**config.mk**
```make
export PLATFORM = sky130hd
export DESIGN_NAME = hbridge_drive_and_fault_control
export DESIGN_NICKNAME = d
export VERILOG_FILES = /design/src/hbridge_pkg.sv /design/src/hbridge_drive_and_fault_control.sv
export VERILOG_INCLUDE_DIRS = /design/src
export SDC_FILE = /design/constraint.sdc
export NUM_CORES = 1
export LEC_CHECK = 0
export BUFFER_PORTS_ARGS = -buffer_cell sky130_fd_sc_hd__buf_2
export CORE_AREA = 2 2 117 119
export CTS_BUF_LIST = sky130_fd_sc_hd__clkbuf_16
export DETAILED_ROUTE_END_ITERATION = 12
export DIE_AREA = 0 0 119 121
export SLEW_MARGIN = 20
export SYNTH_ARGS = -nofsm -noshare
export SYNTH_HDL_FRONTEND = slang
export SYNTH_SLANG_ARGS = --single-unit
```
**constraint.sdc**
```tcl
create_clock -name clk_i -period 2.36 [get_ports clk_i]
set_input_delay 0.118 -clock clk_i [delete_from_list [all_inputs] [get_ports clk_i]]
set_output_delay 0.118 -clock clk_i [all_outputs]
set_load 0.01 [all_outputs]
```
**src/hbridge_map.svh**
```systemverilog
// Offsets, fields, reset values and timing delays in ns of the H-bridge drive core.
`ifndef HBRIDGE_MAP_SVH
`define HBRIDGE_MAP_SVH
`define CFG_OFS 4'h0
`define STATCON_OFS 4'h4
`define DIAG1_OFS 4'h8
`define DIAG2_OFS 4'hc
`define CFG_MUX_BIT 0
`define CFG_RESET_BIT 1
`define CFG_FW_BIT 2
`define CFG_SPI_ROTATION_SENSE_BIT_BIT 3
`define CFG_SPI_PULSE_BIT_BIT 4
`define CFG_CL_LSB 5
`define CFG_RST_VAL 8'h62
`define SC_CLR1_BIT 0
`define SC_CLR2_BIT 1
`define SC_XFER_BIT 2
`define D_SCB 0
`define D_SCG 1
`define D_SCL 2
`define D_CLIM 3
`define D_THERM 4
`define BLANK_NS 10000
`define RETEST_NS 20000
`define DFDEL_NS 2000
`define DEADT_NS 500
`define CLK_NS 10
`endif

```
**src/hbridge_pkg.sv**
```systemverilog
// Types shared by the H-bridge drive core.
package hbridge_pkg;
    typedef enum logic [3:0] {
        ST_LS_ON = 4'h0,
        ST_LS_OFF = 4'h1,
        ST_HS_ON = 4'h3,
        ST_HS_OFF = 4'h2,
        ST_REC = 4'h6,
        ST_DLS_OFF = 4'h7,
        ST_FAULT_OFF = 4'h5,
        ST_RETEST = 4'h4,
        ST_DISABLED = 4'hc
    } bridge_state_t;
    typedef struct packed {
        logic hs_a;
        logic ls_a;
        logic hs_b;
        logic ls_b;
    } gate_cmd_t;
    typedef struct packed {
        logic hs_fast;
        logic ls_fast;
    } slew_t;
endpackage : hbridge_pkg

```
**src/hbridge_drive_and_fault_control.sv**
```systemverilog
// H-bridge drive, current limit and short-circuit fault control core.
// Operation
// control-source bit picks pins or register copies
// disable by fault line or shutoff clears select
// active freewheel on unless disable bit set
// rotation sense 0 switches A, 1 switches B
// pulse low turns low side, high turns high
// low phase: high side off slowly, then low
// high phase: low side off fast, then high
// direction change: turn-off, then both lows on
// phase two: new low off slowly, then high
// shorts rechecked; confirmed fault latches, overload disables
// host restarts by toggling shutoff or fault line
// reset command clears addressed diagnosis register
// config bit1 low resets registers, no restart
// transfer-clear or toggle moves latched to history
// sense the unswitched low side
// sense moves only during double-low recirculation; the code also returns it to low side B on disable
// limit: off after blanking, on below hysteresis
// three selectable limit levels with overcurrent
// current limitation logged in history register
// thermal reduction lowers limit, shutdown switches off
// early overcurrent flags short, staggered switch-off
// second turn-on confirms, third decides overload
// timing delays are parameterised cycle counters
`timescale 1ns/1ns
`include "hbridge_map.svh"
module hbridge_drive_and_fault_control #(
    parameter int BLANK_CYC = (`BLANK_NS + `CLK_NS - 1) / `CLK_NS,
    parameter int RETEST_CYC = (`RETEST_NS + `CLK_NS - 1) / `CLK_NS,
    parameter int DFDEL_CYC = (`DFDEL_NS + `CLK_NS - 1) / `CLK_NS,
    parameter int DEAD_CYC = (`DEADT_NS + `CLK_NS - 1) / `CLK_NS
) (
    // Clock and reset.
    input wire logic clk_i,
    input wire logic rst_i,
    // Wishbone slave.
    input wire logic cyc_i,
    input wire logic stb_i,
    input wire logic we_i,
    input wire logic [3:0] adr_i,
    input wire logic [3:0] sel_i,
    input wire logic [31:0] dat_i,
    output logic [31:0] dat_o,
    output logic ack_o,
    // Control pins.
    input wire logic dir_pin_i,
    input wire logic pwm_pin_i,
    input wire logic shutoff_i,
    input wire logic shared_fault_line_i,
    output logic shared_fault_line_o,
    output logic shared_fault_line_oe_n_o,
    // Analog comparators.
    input wire logic over_limit_i,
    input wire logic below_hyst_i,
    input wire logic overcurrent_i,
    input wire logic thermal_reduction_i,
    input wire logic thermal_shutdown_i,
    // Gate drive and sense.
    output hbridge_pkg::gate_cmd_t gate_o,
    output hbridge_pkg::slew_t slew_o,
    output logic [1:0] limit_level_o,
    output logic sense_ls_b_o,
    output logic enable_o
);
    initial begin
        if (BLANK_CYC < 1 || RETEST_CYC < 1 || DFDEL_CYC < 1 || DEAD_CYC < 1 ||
            BLANK_CYC > 65535 || RETEST_CYC > 65535 || DFDEL_CYC > 65535 ||
            DEAD_CYC > 65535) begin
            $error("timing counts must lie in 1..65535");
        end
    end

    // ********************************
    // Input synchronisers.
    // ********************************
    logic [4:0] meta_ff;
    logic [4:0] sync_ff;
    logic [4:0] comp_meta_ff;
    logic [4:0] comp_ff;
    always_ff @(posedge clk_i) begin
        if (rst_i) begin
            meta_ff <= 5'h06;
            sync_ff <= 5'h06;
            comp_meta_ff <= 5'h00;
            comp_ff <= 5'h00;
        end else begin
            meta_ff <= {pwm_pin_i, dir_pin_i, shared_fault_line_i, 1'b1, shutoff_i};
            sync_ff <= meta_ff;
            comp_meta_ff <= {over_limit_i, below_hyst_i, overcurrent_i, thermal_reduction_i,
                thermal_shutdown_i};
            comp_ff <= comp_meta_ff;
        end
    end
    logic s_shutoff, s_line, s_dir_pin, s_pwm_pin;
    assign s_shutoff = sync_ff[0];
    assign s_line = sync_ff[2];
    assign s_dir_pin = sync_ff[3];
    assign s_pwm_pin = sync_ff[4];
    logic c_lim, c_hyst, c_oc, c_tred, c_tsd;
    assign {c_lim, c_hyst, c_oc, c_tred, c_tsd} = comp_ff;

    // ********************************
    // Register file.
    // ********************************
    logic [7:0] cfg_ff;
    logic [7:0] diag1_ff;
    logic [7:0] diag2_ff;
    logic fault_dis_ff;
    logic ext_off, off_d_ff, line_d_ff, restart;
    logic wr, wr_cfg, wr_sc, xfer, cfg_rst_wr;
    logic set_scb, set_scg, set_scl, log_clim;
    logic [7:0] cfg_wdata;
    assign wr = cyc_i && stb_i && we_i && ack_o && sel_i[0];
    assign wr_cfg = wr && adr_i == `CFG_OFS;
    assign wr_sc = wr && adr_i == `STATCON_OFS;
    assign cfg_wdata = dat_i[7:0];
    assign ext_off = s_shutoff || !s_line;
    // Re-enable follows an off-then-on sequence of the shutoff input or fault line.
    assign restart = (off_d_ff && !s_shutoff) || (!line_d_ff && s_line);
    always_ff @(posedge clk_i) begin
        if (rst_i) begin
            off_d_ff <= 1'b0;
            line_d_ff <= 1'b1;
        end else begin
            off_d_ff <= s_shutoff;
            line_d_ff <= s_line;
        end
    end

    // Configuration: a low reset bit restores defaults.
    always_ff @(posedge clk_i) begin
        if (rst_i) begin
            cfg_ff <= `CFG_RST_VAL;
        end else if (wr_cfg && !cfg_wdata[`CFG_RESET_BIT]) begin
            cfg_ff <= `CFG_RST_VAL;
        end else if (ext_off) begin
            cfg_ff[`CFG_MUX_BIT] <= 1'b0;
        end else if (wr_cfg) begin
            cfg_ff <= cfg_wdata;
        end
    end

    assign xfer = (wr_sc && dat_i[`SC_XFER_BIT]) || restart;
    assign cfg_rst_wr = wr_cfg && !cfg_wdata[`CFG_RESET_BIT];
    // Latched faults: hardware set wins over any clear.
    always_ff @(posedge clk_i) begin
        if (rst_i) begin
            diag1_ff <= 8'h00;
        end else begin
            if (cfg_rst_wr || xfer || (wr_sc && dat_i[`SC_CLR1_BIT])) begin
                diag1_ff <= 8'h00;
            end
            if (set_scb) begin
                diag1_ff[`D_SCB] <= 1'b1;
            end
            if (set_scg) begin
                diag1_ff[`D_SCG] <= 1'b1;
            end
            if (set_scl) begin
                diag1_ff[`D_SCL] <= 1'b1;
            end
        end
    end
    always_ff @(posedge clk_i) begin
        if (rst_i) begin
            diag2_ff <= 8'h00;
        end else begin
            if (cfg_rst_wr || (wr_sc && dat_i[`SC_CLR2_BIT])) begin
                diag2_ff <= 8'h00;
            end
            if (xfer) begin
                diag2_ff <= diag2_ff | diag1_ff;
            end
            if (log_clim) begin
                diag2_ff[`D_CLIM] <= 1'b1;
            end
            if (c_tred || c_tsd) begin
                diag2_ff[`D_THERM] <= 1'b1;
            end
        end
    end

    // Wishbone answer one cycle after the strobe.
    always_ff @(posedge clk_i) begin
        if (rst_i) begin
            ack_o <= 1'b0;
            dat_o <= 32'h0000_0000;
        end else begin
            ack_o <= cyc_i && stb_i && !ack_o;
            case (adr_i)
                `CFG_OFS: dat_o <= {24'h00_0000, cfg_ff};
                `STATCON_OFS: dat_o <= {30'h0000_0000, enable_o, fault_dis_ff};
                `DIAG1_OFS: dat_o <= {24'h00_0000, diag1_ff};
                `DIAG2_OFS: dat_o <= {24'h00_0000, diag2_ff};
                default: dat_o <= 32'h0000_0000;
            endcase
        end
    end

    // ********************************
    // Control source and sense.
    // ********************************
    logic dir_act, pwm_act;
    // Pins or register copies steer the bridge.
    assign dir_act = cfg_ff[`CFG_MUX_BIT] ? cfg_ff[`CFG_SPI_ROTATION_SENSE_BIT_BIT] : s_dir_pin;
    assign pwm_act = cfg_ff[`CFG_MUX_BIT] ? cfg_ff[`CFG_SPI_PULSE_BIT_BIT] : s_pwm_pin;
    assign limit_level_o = c_tred ? 2'h0 : cfg_ff[`CFG_CL_LSB +: 2];

    // ********************************
    // Switching sequencer.
    // ********************************
    hbridge_pkg::bridge_state_t state_ff;
    logic dir_cur_ff;
    logic [15:0] cnt_ff;
    logic [1:0] tries_ff;
    logic short_hs_ff;
    logic limited_ff;
    logic cnt_done, on_phase, in_blank;
    logic [15:0] on_time_ff;
    assign cnt_done = cnt_ff == 16'h0000;
    assign on_phase = state_ff == hbridge_pkg::ST_HS_ON;
    always_ff @(posedge clk_i) begin
        if (rst_i || !on_phase) begin
            on_time_ff <= 16'h0000;
        end else if (on_time_ff != 16'hffff) begin
            on_time_ff <= on_time_ff + 16'h0001;
        end
    end
    assign in_blank = on_time_ff < 16'(BLANK_CYC);
    assign set_scb = on_phase && enable_o && c_oc && in_blank && tries_ff == 2'h1 && !short_hs_ff;
    assign set_scg = on_phase && enable_o && c_oc && in_blank && tries_ff == 2'h1 && short_hs_ff;
    assign set_scl = on_phase && enable_o && c_oc && in_blank && tries_ff == 2'h2;
    assign log_clim = limited_ff || c_tred || c_tsd;

    always_ff @(posedge clk_i) begin
        if (rst_i) begin
            fault_dis_ff <= 1'b0;
        end else if (set_scl) begin
            fault_dis_ff <= 1'b1;
        end else if (restart) begin
            fault_dis_ff <= 1'b0;
        end
    end
    assign enable_o = !fault_dis_ff && !ext_off && !c_tsd;
    assign shared_fault_line_o = 1'b0;
    assign shared_fault_line_oe_n_o = !fault_dis_ff;

    always_ff @(posedge clk_i) begin
        if (rst_i) begin
            limited_ff <= 1'b0;
        end else if (!on_phase || (limited_ff && c_hyst)) begin
            limited_ff <= 1'b0;
        end else if (c_lim && !in_blank) begin
            limited_ff <= 1'b1;
        end
    end

    always_ff @(posedge clk_i) begin
        if (rst_i || !enable_o) begin
            state_ff <= hbridge_pkg::ST_LS_ON;
            dir_cur_ff <= 1'b0;
            cnt_ff <= 16'h0000;
            tries_ff <= 2'h0;
            short_hs_ff <= 1'b0;
        end else begin
            if (!cnt_done) begin
                cnt_ff <= cnt_ff - 16'h0001;
            end
            case (state_ff)
                hbridge_pkg::ST_LS_ON: begin
                    if (dir_act != dir_cur_ff) begin
                        state_ff <= hbridge_pkg::ST_REC;
                        cnt_ff <= 16'(DEAD_CYC);
                    end else if (pwm_act) begin
                        state_ff <= hbridge_pkg::ST_LS_OFF;
                        cnt_ff <= 16'(DEAD_CYC);
                    end
                end
                hbridge_pkg::ST_LS_OFF: if (cnt_done) begin
                    state_ff <= hbridge_pkg::ST_HS_ON;
                end
                hbridge_pkg::ST_HS_ON: begin
                    if (c_oc && in_blank) begin
                        state_ff <= hbridge_pkg::ST_FAULT_OFF;
                        short_hs_ff <= 1'b1;
                        cnt_ff <= 16'(DFDEL_CYC);
                    end else if (!pwm_act || dir_act != dir_cur_ff) begin
                        state_ff <= hbridge_pkg::ST_HS_OFF;
                        cnt_ff <= 16'(DEAD_CYC);
                    end
                    if (!in_blank) begin
                        tries_ff <= 2'h0;
                    end
                end
                hbridge_pkg::ST_HS_OFF: if (cnt_done) begin
                    state_ff <= hbridge_pkg::ST_LS_ON;
                end
                hbridge_pkg::ST_REC: if (cnt_done) begin
                    state_ff <= hbridge_pkg::ST_DLS_OFF;
                    dir_cur_ff <= dir_act;
                    cnt_ff <= 16'(DEAD_CYC);
                end
                hbridge_pkg::ST_DLS_OFF: if (cnt_done) begin
                    state_ff <= pwm_act ? hbridge_pkg::ST_HS_ON : hbridge_pkg::ST_LS_ON;
                end
                hbridge_pkg::ST_FAULT_OFF: if (cnt_done) begin
                    state_ff <= hbridge_pkg::ST_RETEST;
                    cnt_ff <= 16'(RETEST_CYC);
                end
                hbridge_pkg::ST_RETEST: if (cnt_done) begin
                    state_ff <= hbridge_pkg::ST_HS_ON;
                    if (tries_ff != 2'h2) begin
                        tries_ff <= tries_ff + 2'h1;
                    end
                end
                default: state_ff <= hbridge_pkg::ST_LS_ON;
            endcase
        end
    end

    // ********************************
    // Gate mapping.
    // ********************************
    logic hs_on, ls_on, other_ls, fw_on;
    always_comb begin
        fw_on = !cfg_ff[`CFG_FW_BIT];
        hs_on = 1'b0;
        ls_on = 1'b0;
        other_ls = 1'b1;
        case (state_ff)
            hbridge_pkg::ST_HS_ON: hs_on = !limited_ff;
            hbridge_pkg::ST_LS_ON: ls_on = fw_on;
            hbridge_pkg::ST_REC: ls_on = 1'b1;
            hbridge_pkg::ST_DLS_OFF: ls_on = 1'b0;
            hbridge_pkg::ST_RETEST: other_ls = 1'b0;
            default: other_ls = 1'b1;
        endcase
        if (!enable_o) begin
            hs_on = 1'b0;
            ls_on = 1'b0;
            other_ls = 1'b0;
        end
    end
    always_ff @(posedge clk_i) begin
        if (rst_i) begin
            gate_o <= '0;
            slew_o <= '0;
            sense_ls_b_o <= 1'b1;
        end else begin
            // Rotation sense picks which half-bridge carries the pulse.
            if (!dir_cur_ff) begin
                gate_o <= '{hs_a: hs_on, ls_a: ls_on, hs_b: 1'b0, ls_b: other_ls};
            end else begin
                gate_o <= '{hs_a: 1'b0, ls_a: other_ls, hs_b: hs_on, ls_b: ls_on};
            end
            slew_o.ls_fast <= state_ff != hbridge_pkg::ST_DLS_OFF;
            slew_o.hs_fast <= 1'b0;
            if (state_ff == hbridge_pkg::ST_REC) begin
                sense_ls_b_o <= !dir_act;
            end else if (state_ff == hbridge_pkg::ST_LS_ON || state_ff == hbridge_pkg::ST_HS_ON) begin
                sense_ls_b_o <= !dir_cur_ff;
            end
        end
    end

    // ********************************
    // Assertions.
    // ********************************
    no_shoot_a: assert property (@(posedge clk_i) disable iff (rst_i)
        !(gate_o.hs_a && gate_o.ls_a) && !(gate_o.hs_b && gate_o.ls_b))
        else $error("shoot-through on a half-bridge");
    hs_after_gap_a: assert property (@(posedge clk_i) disable iff (rst_i)
        $rose(on_phase) |-> $past(state_ff) == hbridge_pkg::ST_LS_OFF ||
        $past(state_ff) == hbridge_pkg::ST_DLS_OFF || $past(state_ff) == hbridge_pkg::ST_RETEST)
        else $error("high side turned on without gap");
    mux_clear_a: assert property (@(posedge clk_i) disable iff (rst_i)
        ext_off && !wr_cfg |=> !cfg_ff[`CFG_MUX_BIT])
        else $error("select not cleared on disable");
    scl_disable_a: assert property (@(posedge clk_i) disable iff (rst_i)
        set_scl |=> fault_dis_ff && diag1_ff[`D_SCL] && !enable_o)
        else $error("overload did not disable");
    xfer_copy_a: assert property (@(posedge clk_i) disable iff (rst_i)
        xfer && !set_scb && !set_scg && !set_scl |=> diag1_ff == 8'h00 &&
        (diag2_ff & $past(diag1_ff)) == $past(diag1_ff) || $past(cfg_rst_wr))
        else $error("transfer clear failed");
    cfg_default_a: assert property (@(posedge clk_i) disable iff (rst_i)
        cfg_rst_wr |=> cfg_ff == `CFG_RST_VAL && !$rose(enable_o))
        else $error("config reset wrong");
    src_sel_a: assert property (@(posedge clk_i) disable iff (rst_i)
        !cfg_ff[`CFG_MUX_BIT] |-> dir_act == s_dir_pin && pwm_act == s_pwm_pin)
        else $error("pin source not used");
    limit_off_a: assert property (@(posedge clk_i) disable iff (rst_i)
        limited_ff && on_phase |=> !gate_o.hs_a && !gate_o.hs_b)
        else $error("limited driver still on");
    short_flag_a: assert property (@(posedge clk_i) disable iff (rst_i)
        on_phase && c_oc && in_blank && enable_o |=> state_ff == hbridge_pkg::ST_FAULT_OFF)
        else $error("short not acted on");
endmodule : hbridge_drive_and_fault_control

```
Word level (Yosys, flattened, before mapping)
Index checks and enable logic that the tools add are counted.
{ "totals": {"wordCells": 190, "out_inout_bits": 45, "ff_bits": 123, "inputBits": 54} }
{ "classes": {"n_reduce_logical": 79, "add_sub_neg": 3, "muxes": 46, "eq_ne": 26, "magnitude_cmp": 1, "bitwise": 3} }
{ "op_table": {"columns": ["cell", "count"], "rows": [
  ["16-bit 2-to-1 mux", 7],
  ["16-bit one-hot mux with 4 select lines", 1],
  ["4-bit 2-to-1 mux", 9],
  ["8-bit one-hot mux with 4 select lines", 1],
  ["4-bit one-hot mux with 7 select lines", 1],
  ["1-bit logical AND", 25],
  ["4-bit by 3-bit equality test with 1-bit output (second input constant)", 5],
  ["1-bit zero test", 17],
  ["16-bit by 1-bit adder with 16-bit output (second input constant)", 1],
  ["16-bit zero test", 1],
  ["16-bit by 10-bit < comparator with 1-bit output (second input constant)", 1],
  ["1-bit 2-to-1 mux", 16],
  ["8-bit 2-to-1 mux", 2],
  ["16-bit inequality test (second input constant)", 1],
  ["2-bit inequality test (second input constant)", 8],
  ["16-bit by 1-bit subtractor with 16-bit output (second input constant)", 1],
  ["1-bit logical OR", 14],
  ["2-bit nonzero test", 7],
  ["2-bit 2-to-1 mux", 5],
  ["2-bit OR reduction", 5],
  ["4-bit by 2-bit equality test with 1-bit output (second input constant)", 2],
  ["4-bit equality test (second input constant)", 2],
  ["4-bit zero test", 2],
  ["8-bit by 3-bit OR with 8-bit output", 1],
  ["18 further kinds", 23]
]} }

Depth between registers and ports, before layout
Gate-level depths: netlist of run 1.
{ "logic_depth": {"depth_word": 11, "mapped_depth": 9, "ltp_nobuf": 8} }

Worst setup path after synthesis of run 1
OpenSTA, ideal clock, no wires.
{ "synth_timing": {"kind": "register -> register", "start": "register cnt_ff[1]", "end": "register tries_ff[1]", "path_stages_with_launch": 10, "slack_ns": 0.372, "t_arrival_ns": 1.918, "period_less_slack_ns": 1.988, "required_time_ns": 2.290, "cell_sequence": "dfxtp_1 inv_1 ha_1 nor4b_1 and4_1 buf_4 inv_4 o22a_1 or4_1 a21oi_1"} }
{ "synth_via": {"elab_chain_cells": 3} }
{ "synth_rtl": {"columns": ["item", "line", "source"], "rows": [
  ["from (decl)", "hbridge_drive_and_fault_control.sv:215", "logic [15:0] cnt_ff;"],
  ["from (signal assigned)", "hbridge_drive_and_fault_control.sv:268", "cnt_ff <= cnt_ff - 16'h0001;"],
  ["from (signal assigned)", "hbridge_drive_and_fault_control.sv:274", "cnt_ff <= 16'(DEAD_CYC);"],
  ["from (signal assigned)", "hbridge_drive_and_fault_control.sv:277", "cnt_ff <= 16'(DEAD_CYC);"],
  ["16-bit zero test", "hbridge_drive_and_fault_control.sv:221", "assign cnt_done = cnt_ff == 16'h0000;"],
  ["2-bit inequality test (no source line)", null, null],
  ["4-bit AND reduction (no source line)", null, null],
  ["to (signal assigned)", "hbridge_drive_and_fault_control.sv:314", "tries_ff <= tries_ff + 2'h1;"],
  ["to (decl)", "hbridge_drive_and_fault_control.sv:216", "logic [1:0] tries_ff;"]
]} }
Every way passes these cells.
A chain may end at the register's enable or synchronous reset.

Worst setup path after layout of run 1
Ends and elaborated chain as after synthesis.

==> metrics.txt, run 1 <==
outcome finished clean; ys flop type dfxtp_1; number of enable flip-flop cells after synthesis 0; routed vias 3671; Final ANT Viol Nets 0; Setup CP Type flop to flop; final instance area 5273 um2; GRT Total Usage 14.21%; vias in the first global route 3567; Stages on worst setup path 8; P_sw 1.801 mW; num ports 99; Max Buffers Root-to-Sink 2; worst path arrival time 2.41 ns; routability cong. 0.8819; Net Sw Frac 35.26%; ANT cells 0; die area 14400 um2; number of DRC markers in iteration 0 175; Syn-to-layout area delta 16.15%; WP buf/inv 2; first-pass GRT wire length 16.76 mm; fin. max-slew vios 0; worst reg2reg setup slack 0.22 ns; CTS tree built; Max FO, Critical Path 9; HPWL after detailed placement 7.144 mm; RSZ-0062 raised after global routing no; nets 629; sequential share of the synthesized area 40.57%; leading post-synthesis cells by cell area dfxtp_1, nor2_1, buf_4; Post-Syn Instances 515; CTS Buf Count 9; Worst Setup End Kind flop; global route total overflow 0; clk_skew 0.009557 ns; H-tree depth 3; Mean Syn Cell Area 8.814 um2; fraction of layout cells with a size suffix above 1 17.42%; Crit path max-delay family simple AND/OR/NAND/NOR gates; worst reg2reg path depth 8; Setup violations, final 0; Post-DP Area 4882 um2; hold crit path type input pin to flop; Vias/cell 4.895; Worst Hold Launch dat_i[6]; routed wire length 9.828 mm; max-capacitance violation count 0; Routed wire per std cell 13.10 um; Netlist Area Pre-Place 4539 um2; Yosys top cell area share 40.57%; Tmin final 2.140 ns; Netlist cell types 71; met3 wire length 439 um; Slowest cell on crit path or4_1; P_leak 2.033 nW; total setup buffers inserted after CTS 0; nature of the critical path startpoint flop; DR top layer met4; proportion of power drawn by the clock network 27.4%; post-route setup TNS 0 ns; crit-path cells inv_1, ha_1, nor4b_2, and4_1, inv_4, o22a_1, or4_1, a21oi_1; cell with the most instances after synthesis dfxtp_1; Remaining DRCs 0; Final Hold Viols 0; PD cells 968.7 nW/um2; synth warn 0; CTS Sinks 92; VDD IR max 0.0003673 V; Synth top cells by count dfxtp_1, nor2_1, a21oi_1; area leader, netlist dfxtp_1; internal power 3.307 mW; normalized max-slew margin 55.46%; register share of total power 35.9%; # port buffers 45; Root Buffer clkbuf_16; drt pass-1 iters 4; Async SR Flop Fraction 0%; Final period util 90.67%; met1 WL 4.606 mm; Fmax 467.3 MHz; clock slew at reported path FFs 0.06 ns; register bit count reported by yosys 92; hold path depth 3; Core Box Area 13090 um2; crit path from cnt_ff[1]$_SDFF_PP0_; Crit path largest cell delay 0.40 ns; routed length on met2 4.648 mm; combinational share of power 36.6%; Final Power 5.107 mW; Rows 42; initial antenna violation count 0; die outline width 119 um; hold_ws 0.003223 ns; Clock Latency Late Sink 0.34 ns; Initial Utilization 34.69%; Req. time, crit path 2.63 ns; worst slew pin tran 0.6681 ns; Die Ht 121 um; RR Startpoint cnt_ff[1]$_SDFF_PP0_; largest net degree at the start of global routing 26
## placed cells by master, fill, tap and decap left out, types with 9 or more instances in the layout
cell           synthesis  layout
dfxtp_1               92      92
conb_1                 1      26
nor2b_1               27      27
nor2_1                60      60
nor3_1                15      15
a21oi_1               29      29
xor2_1                16      16
o21ai_0               13      13
clkbuf_16              0       9
buf_2                  7      45
dlygate4sd3_1          0      10
nand2b_1              13      13
buf_4                 27      13
nand3_1               13      13
inv_1                 11      13
nand2_1               25      25
mux2i_1               15      15
## tightest hold or removal path, cell delays in order
cell,delay [ns]
buf_2,0.08
mux2i_1,0.06
nand2_1,0.06
## per-stage QoR
step,utilization [%],std cells,worst slack [ns]
2_1_floorplan,-,540,0.3716
3_3_place_gp,37.31,725,0.2480
3_5_place_dp,37.31,725,0.1638
4_1_cts,40.25,750,0.1460
5_1_grt,40.29,750,0.06390
6_report,40.29,750,0.2202
## state kept, by name (all words and copies together) (netlist names), 2 cells and up
name and count:
on_time_ff 16, tries_ff 2, comp_meta_ff 5, diag2_ff 5, cnt_ff 16, cfg_ff 8, meta_ff 4, state_ff 3
diag1_ff 3, sync_ff 4, dat_o 8, comp_ff 5, gate_o 4
## per-layer routing
layer / GRT usage [%] / vias to the layer above
met5: 0 / -
met4: 4.464 / 0
li1: - / 1885
met2: 23.81 / 72
met3: 3.759 / 10
met1: 17.83 / 1704
## path summary, 6_finish.rpt
path | to
setup / recovery | tries_ff[1]$_SDFFE_PP0P_
hold reg to reg | sync_ff[2]$_SDFF_PP1_
hold / removal | cfg_ff[6]$_SDFFE_PP1P_
setup reg to reg | tries_ff[1]$_SDFFE_PP0P_
## logic make-up (layout without fill, tap and decap cells)
logic type                 after synthesis  after routing  synth area share, %
and+or+nand+nor                        218            218                26.24
buffers and inverters                   61             95                7.525
AOI/OAI and AO/OA                       96             96                14.86
adders and majority gates                5              5                1.378
DFF                                     92             92                40.57
xor gates and xnor gates                21             21                4.052
muxes                                   21             21                5.292
other                                    1             26              0.08261
## power by group through the flow
stage,logic [mW],registers (mW),clock network [mW]
2_1_floorplan,1.50,1.84,0
3_3_place_gp,1.82,1.86,0
3_5_place_dp,1.84,1.87,0
4_1_cts,1.87,1.83,1.43
5_1_grt,2.11,1.86,1.50
6_report,1.87,1.84,1.40
## layout make-up
cell class                 count  area (um2)
inverter                      12       47.55
tap                          176       220.2
sequential                    92        1842
clock inverter                 6       58.81
clock buffer                   9       225.2
timing repair buffer          68       422.9
multi-input combinational    387        2456
fill                        1310        7812
## repair_timing
| action | 4_1_cts | 5_1_grt |
|---|---|---|
| resized for setup | 0 | 1 |
| hold endpoints to repair | 10 | 0 |
| setup endpoints to repair | 0 | 1 |
| hold buffers | 10 | 0 |
Power figures use the tool's default switching activity.
==> run 2, diff against run 1 <==
--- a/config.mk
+++ b/config.mk
@@ -6,11 +6,12 @@
 export SDC_FILE = /design/constraint.sdc
 export NUM_CORES = 1
 export LEC_CHECK = 0
+export ABC_AREA = 1
 export BUFFER_PORTS_ARGS = -buffer_cell sky130_fd_sc_hd__buf_2
-export CORE_AREA = 2 2 117 119
+export CORE_AREA = 2 2 119 121
 export CTS_BUF_LIST = sky130_fd_sc_hd__clkbuf_16
 export DETAILED_ROUTE_END_ITERATION = 12
-export DIE_AREA = 0 0 119 121
+export DIE_AREA = 0 0 121 123
 export SLEW_MARGIN = 20
 export SYNTH_ARGS = -nofsm -noshare
 export SYNTH_HDL_FRONTEND = slang
==> run 2 against run 1 <==
Effect of this change:
- clock power rose by 6%
- worst setup slack better by 0.37 ns
- flip-flop and latch count unchanged
- global-route usage is 0.10 points higher
- first-iteration DRC count down 0.57%
- wire length increased by 1.3%
- maximum frequency increased by 21%
- die area is 3.4% higher
- largest cell class unchanged
- highest routed layer unchanged
==> metrics.txt, run 2 <==
leading post-synthesis cells by cell area dfxtp_1, nand2_1, inv_1; fin worst setup slack 0.5915 ns (+0.3713 ns); ys flop type dfxtp_1; clk_skew 0.01291 ns (+0.003355 ns); Post-Syn Instances 636 (+23%); post-route setup TNS 0 ns (unchanged); commonest non-fill, non-tap cell in the layout nand2_1; met1 WL 4.760 mm (+3.3%); Fmax 565.4 MHz (+21%); Mean Syn Cell Area 7.303 um2 (-17%); Req. time, crit path 2.60 ns (-0.03 ns); die area 14880 um2 (+3.4%); vias in the first global route 3596 (+0.81%); Clock Latency Late Sink 0.35 ns (about the same); GRT Total Usage 14.31% (+0.10 points); Initial Utilization 34.12% (-0.57 points); Netlist Area Pre-Place 4644 um2 (+2.3%); Vias/cell 4.485 (-8.4%); RR Startpoint cnt_ff[0]$_SDFF_PP0_; Slowest cell on crit path dfxtp_1; VDD IR max 0.0005680 V (+55%); drt pass-1 iters 4 (unchanged); Die Ht 123 um (+1.7%); fin cells 883 (+18%); register share of total power 32.1% (-3.8 points); Final Hold Viols 0 (unchanged); Setup violations, final 0 (unchanged); commonest cells after routing, fill and taps aside nand2_1, dfxtp_1, inv_1; sequential share of the synthesized area 39.66% (-0.92 points); # port buffers 45 (unchanged); Remaining DRCs 0 (unchanged); RSZ-0062 raised after global routing no; DR top layer met4; first-pass GRT wire length 17.00 mm (+1.4%); max-capacitance violation count 0 (unchanged); Rows 43 (+2.4%); worst path arrival time 2.01 ns (-0.40 ns); area leader, netlist dfxtp_1; Tmin final 1.769 ns (-0.3713 ns); Max Buffers Root-to-Sink 2 (unchanged); Synth top cells by count nand2_1, dfxtp_1, inv_1; Final period util 74.94% (-16 points); CTS Sinks 92 (unchanged); P_sw 2.389 mW (+33%); proportion of power drawn by the clock network 25.3% (-2.1 points); Crit path largest cell delay 0.39 ns (about the same); initial antenna violation count 0 (unchanged); CTS tree built; CTS Buf Count 9 (unchanged); Routed wire per std cell 11.28 um (-14%); Async SR Flop Fraction 0% (unchanged); routed vias 3960 (+7.9%); hold_ws 0.02147 ns (+0.01824 ns); Setup CP Type flop to flop; nets 758 (+21%); CP endpoint cnt_ff[15]$_SDFF_PP0_; hold crit path type input pin to flop; num ports 99 (unchanged); Netlist cell types 43 (-39%); Core Box Area 13610 um2 (+4.0%); synth warn 0 (unchanged); worst reg2reg setup slack 0.59 ns (+0.37 ns); routed wire length 9.959 mm (+1.3%); nature of the critical path startpoint flop; PD cells 1084 nW/um2 (+12%); Worst Setup End Kind flop; die outline width 121 um (+1.7%); global route total overflow 0 (unchanged); reg2reg end cnt_ff[15]$_SDFF_PP0_; routed length on met2 4.592 mm (-1.2%); largest net degree at the start of global routing 26 (unchanged); Placed Cells 857 (+18%); DP Worst Slack 0.5928 ns (+0.4290 ns); worst reg2reg path depth 10 (+2); Root Buffer clkbuf_16; HPWL after detailed placement 7.534 mm (+5.5%); internal power 3.463 mW (+4.7%); Net Sw Frac 40.82% (+5.6 points); register bit count reported by yosys 92 (unchanged); FILL cells 1408 (+7.5%); Final ANT Viol Nets 0 (unchanged); crit-path cells inv_1, ha_1, nand2_4, nor2_2, nand2_2, nand4_2, nor2_2, nand4_1, nand2_2, nor2_2; Max FO, Critical Path 6 (-3); Worst Hold Launch dat_i[4]; fraction of layout cells with a size suffix above 1 19.20% (+1.8 points); number of enable flip-flop cells after synthesis 0 (unchanged); final design utilization 39.68% (-0.61 points); Syn-to-layout area delta 16.30%; combinational share of power 42.6% (+6.0 points); number of DRC markers in iteration 0 174 (-0.57%); met3 wire length 420 um (-4.3%); P_leak 2.551 nW (+25%); fin. max-slew vios 0 (unchanged); routability cong. 0.8952 (+1.5%); H-tree depth 3 (unchanged); Yosys top cell area share 39.66% (-0.92 points); cell with the most instances after synthesis nand2_1; ANT cells 0 (unchanged); clock slew at reported path FFs 0.07 ns (about the same); Largest regs cnt_ff (16), on_time_ff (16); CP most frequent cell nor2_2; crit path from cnt_ff[0]$_SDFF_PP0_; outcome finished clean
==> run 2: cell types whose count changed in the layout (fill, tap and decap cells not counted), sizes merged, moves of 9 or more <==
cell and change:
and2 -9, nand2b -13, nand4 +12, nand3 +33, inv +94, nor2 +31, mux2i -15, nor4 -9
o21ai +22, buf -10, nor2b -27, nand2 +100, xor2 -9
==> run 2: area by class of cell <==
class                      count  area [um2]  share of cell area (%)
clock buffer                   9       225.2                   4.170
clock inverter                 6       77.57                   1.436
inverter                     105       395.4                   7.320
multi-input combinational    432        2278                   42.18
sequential                    92        1842                   34.10
tap                          180       225.2                   4.170
timing repair buffer          59       357.8                   6.625
==> run 2: through the flow <==
stage | power, mW | cell area [um2]
after CTS | 5.909 | 5401
after floorplan | 3.978 | 4738
after global routing | 6.343 | 5401
final | 5.853 | 5401
after global placement | 4.385 | 4989
after detailed placement | 4.395 | 4989
==> run 2: power by group through the flow <==
stage | registers, mW | logic [mW] | clock network [mW]
finish | 1.88 | 2.49 | 1.48
global route | 1.91 | 2.85 | 1.58
CTS | 1.88 | 2.51 | 1.52
detailed placement | 1.91 | 2.48 | 0
global placement | 1.91 | 2.47 | 0
floorplan | 1.88 | 2.10 | 0
==> run 2: worst max-delay path, delay by kind of cell, from the launching register on <==
family | cells | cell delay (ns)
flip-flops | 1 | 0.39
AND/OR/NAND/NOR | 8 | 0.88
buffers and inverters | 1 | 0.11
adder cells (fa/ha/maj) | 1 | 0.29
==> run 2: kinds of logic after synthesis <==
kind of cell | share of synthesized area [%]
AO/OA/AOI/OAI | 10.48
XOR/XNOR | 2.452
adder cells (fa/ha/maj) | 1.347
buffers and inverters | 13.31
flip-flops | 39.66
other | 0.08074
AND/OR/NAND/NOR | 32.68
==> run 2: repair_timing <==
action | CTS | global route
buffers inserted | 0 | 0
setup endpoints to repair | 0 | 0
hold buffers | 11 | 0
endpoints found under the hold margin | 11 | 0
resized for setup | 0 | 0
==> run 2: layer usage <==
metal  track usage, %  up-vias
met5                0        -
met4            6.105        0
met3            2.537       15
met2            23.00       85
met1            18.93     1760
li1                 -     2100
==> run 2: how the worst min path moves through the flow <==
stage                             endpoint  slack, ns  cells after the start
floorplan            meta_ff[2]$_SDFF_PP1_       0.22                      1
global placement     meta_ff[2]$_SDFF_PP1_       0.31                      2
detailed placement   meta_ff[2]$_SDFF_PP1_       0.30                      2
global route        cfg_ff[3]$_SDFFE_PP0P_       0.04                      3
finish              cfg_ff[4]$_SDFFE_PP0P_       0.02                      3
CTS                 cfg_ff[3]$_SDFFE_PP0P_       0.01                      3
==> run 3, diff against run 2 <==
==> constraint.sdc (replaced) <==
create_clock -name clk_i -period 1.9 [get_ports clk_i]
set_input_delay 0.095 -clock clk_i [delete_from_list [all_inputs] [get_ports clk_i]]
set_output_delay 0.095 -clock clk_i [all_outputs]
set_load 0.01 [all_outputs]
==> run 3 against run 2 <==
Effect of this change:
- sequential power is 24% higher
- clock-buffer cell count stayed put
- maximum frequency up 2.8%
- clock power increased by 17%
- die area stayed put
- utilization is 0.16 points higher
- clock skew shrank 0.0048 ns
- worst hold slack gained 0.020 ns
- first-iteration DRC count grew 1.1%
- final area increased by 0.39%
- critical endpoint unchanged
==> metrics.txt, run 3 (synthesized netlist as in run 2, its figures left out) <==
ANT cells 0 (unchanged); Max FO, Critical Path 6 (unchanged); outcome finished clean; Initial Utilization 34.12% (unchanged); CTS tree built; routed wire length 9.975 mm (+0.16%); num ports 99 (unchanged); CTS Sinks 92 (unchanged); RSZ-0062 raised after global routing no; Largest regs cnt_ff (16), on_time_ff (16); Routed wire per std cell 11.25 um (-0.29%); largest net degree at the start of global routing 26 (unchanged); nets 762 (+0.53%); Slowest cell on crit path dfxtp_2; Core Box Area 13610 um2 (unchanged); initial antenna violation count 0 (unchanged); Req. time, crit path 2.14 ns (-0.46 ns); Setup CP Type flop to flop; commonest non-fill, non-tap cell in the layout nand2_1; max-capacitance violation count 0 (unchanged); vias in the first global route 3640 (+1.2%); Fmax 581.3 MHz (+2.8%); H-tree depth 3 (unchanged); drt pass-1 iters 4 (unchanged); hold crit path type input pin to flop; Clock Latency Late Sink 0.34 ns (about the same); Root Buffer clkbuf_16; final design utilization 39.84% (+0.16 points); CTS Buf Count 9 (unchanged); die outline width 121 um (unchanged); area of the multi-input gates 2278 um2 (unchanged); total setup buffers inserted after CTS 0 (unchanged); GRT Total Usage 14.22% (-0.091 points); fraction of layout cells with a size suffix above 1 19.24% (+0.033 points); Tmin final 1.720 ns (-0.04833 ns); Final Hold Viols 0 (unchanged); routability cong. 0.8933 (-0.21%); Final period util 90.54% (+16 points); Final ANT Viol Nets 0 (unchanged); Remaining DRCs 0 (unchanged); clock slew at reported path FFs 0.07 ns (about the same); die area 14880 um2 (unchanged); post-route setup TNS 0 ns (unchanged); nature of the critical path startpoint flop; commonest cells after routing, fill and taps aside nand2_1, dfxtp_1, inv_1; Worst Setup End Kind flop; Vias/cell 4.503 (+0.40%); Syn-to-layout area delta 16.76%; total area of sequential cells 1843 um2 (about the same); first-pass GRT wire length 16.85 mm (-0.89%); # port buffers 45 (unchanged); Rows 43 (unchanged); Crit path largest cell delay 0.34 ns (-0.05 ns); HPWL after detailed placement 7.592 mm (+0.76%); clk_skew 0.008097 ns (-0.004814 ns); routed vias 3994 (+0.86%); global route total overflow 0 (unchanged); Die Ht 123 um (unchanged); PD cells 1321 nW/um2 (+22%); number of DRC markers in iteration 0 176 (+1.1%); worst path arrival time 1.96 ns (-0.05 ns); Setup violations, final 0 (unchanged); VDD IR max 0.0006225 V (+9.6%); FILL cells 1431 (+1.6%); Max Buffers Root-to-Sink 2 (unchanged); P_leak 2.560 nW (+0.38%); crit-path cells inv_1, ha_1, nand2_4, nor2_4, nand2_4, a21oi_4, nand3_2, nand2_2, inv_2, nand2_2, nor2_2; fin. max-slew vios 0 (unchanged)
[run 3: changes by cell type in the layout (fill, tap and decap cells not counted)]
cell and delta:
bufinv_16 -1, clkinv_4 +2, clkinvlp_4 -1, dfxtp_1 -1, dfxtp_2 +1, dlygate4sd3_1 +4
[run 3: worst max-delay path: cells and delay by family, from the launching register on]
| family | cells | cell delay, ns |
|---|---|---|
| adders and majority gates | 1 | 0.29 |
| DFF | 1 | 0.34 |
| buffers and inverters | 2 | 0.18 |
| AOI/OAI and AO/OA | 1 | 0.17 |
| and+or+nand+nor | 7 | 0.64 |
[run 3: layout make-up]
| class | count | area share, % |
|---|---|---|
| multi-input combinational | 432 | 42.02 |
| sequential | 92 | 33.99 |
| timing repair buffer | 63 | 7.337 |
| inverter | 105 | 7.291 |
| clock buffer | 9 | 4.153 |
| tap | 180 | 4.153 |
| clock inverter | 6 | 1.061 |
[run 3: layer usage]
| layer | track usage [%] | share of wire, % |
|---|---|---|
| met4 | 4.433 | 1.3 |
| met1 | 18.89 | 49 |
| met5 | 0 | 0 |
| met2 | 22.93 | 47 |
| met3 | 3.321 | 2.7 |
[run 3: final timing paths]
kind | start | to | slack, ns | cells after the start
hold / removal | dat_i[2] | cfg_ff[2]$_SDFFE_PP0P_ | 0.04 | 3
setup / recovery | cnt_ff[0]$_SDFF_PP0_ | cnt_ff[15]$_SDFF_PP0_ | 0.18 | 11
setup reg to reg | cnt_ff[0]$_SDFF_PP0_ | cnt_ff[15]$_SDFF_PP0_ | 0.18 | 11
hold reg to reg | comp_meta_ff[1]$_SDFF_PP0_ | comp_ff[1]$_SDFF_PP0_ | 0.40 | 2
[run 3: report_power, final]
| group | switching [mW] | leakage, nW | internal, mW | total [mW] |
|---|---|---|---|---|
| sequential | 0.203 | 0.750 | 2.13 | 2.33 |
| combinational | 1.96 | 1.67 | 1.14 | 3.11 |
| clock | 0.813 | 0.140 | 0.912 | 1.73 |
| total | 2.98 | 2.56 | 4.18 | 7.16 |
[run 3: through the flow]
stage / cells / area, um2 / power [mW] / setup slack [ns] / hold WS (ns)
floorplan: 661 / 4738 / 4.941 / 0.3368 / 0.1988
global placement: 857 / 4989 / 5.442 / 0.1518 / 0.2824
detailed placement: 857 / 4989 / 5.455 / 0.1489 / 0.2809
CTS: 887 / 5421 / 7.227 / 0.1272 / 0.03025
global route: 887 / 5423 / 7.769 / 0.01486 / 0.03702
finish: 887 / 5423 / 7.164 / 0.1798 / 0.04137
[run 3: timing repair]
| action | in CTS | in global routing |
|---|---|---|
| endpoints found under the hold margin | 14 | 0 |
| setup endpoints to repair | 0 | 5 |
| hold buffers | 15 | 0 |
| gates resized for setup | 0 | 1 |
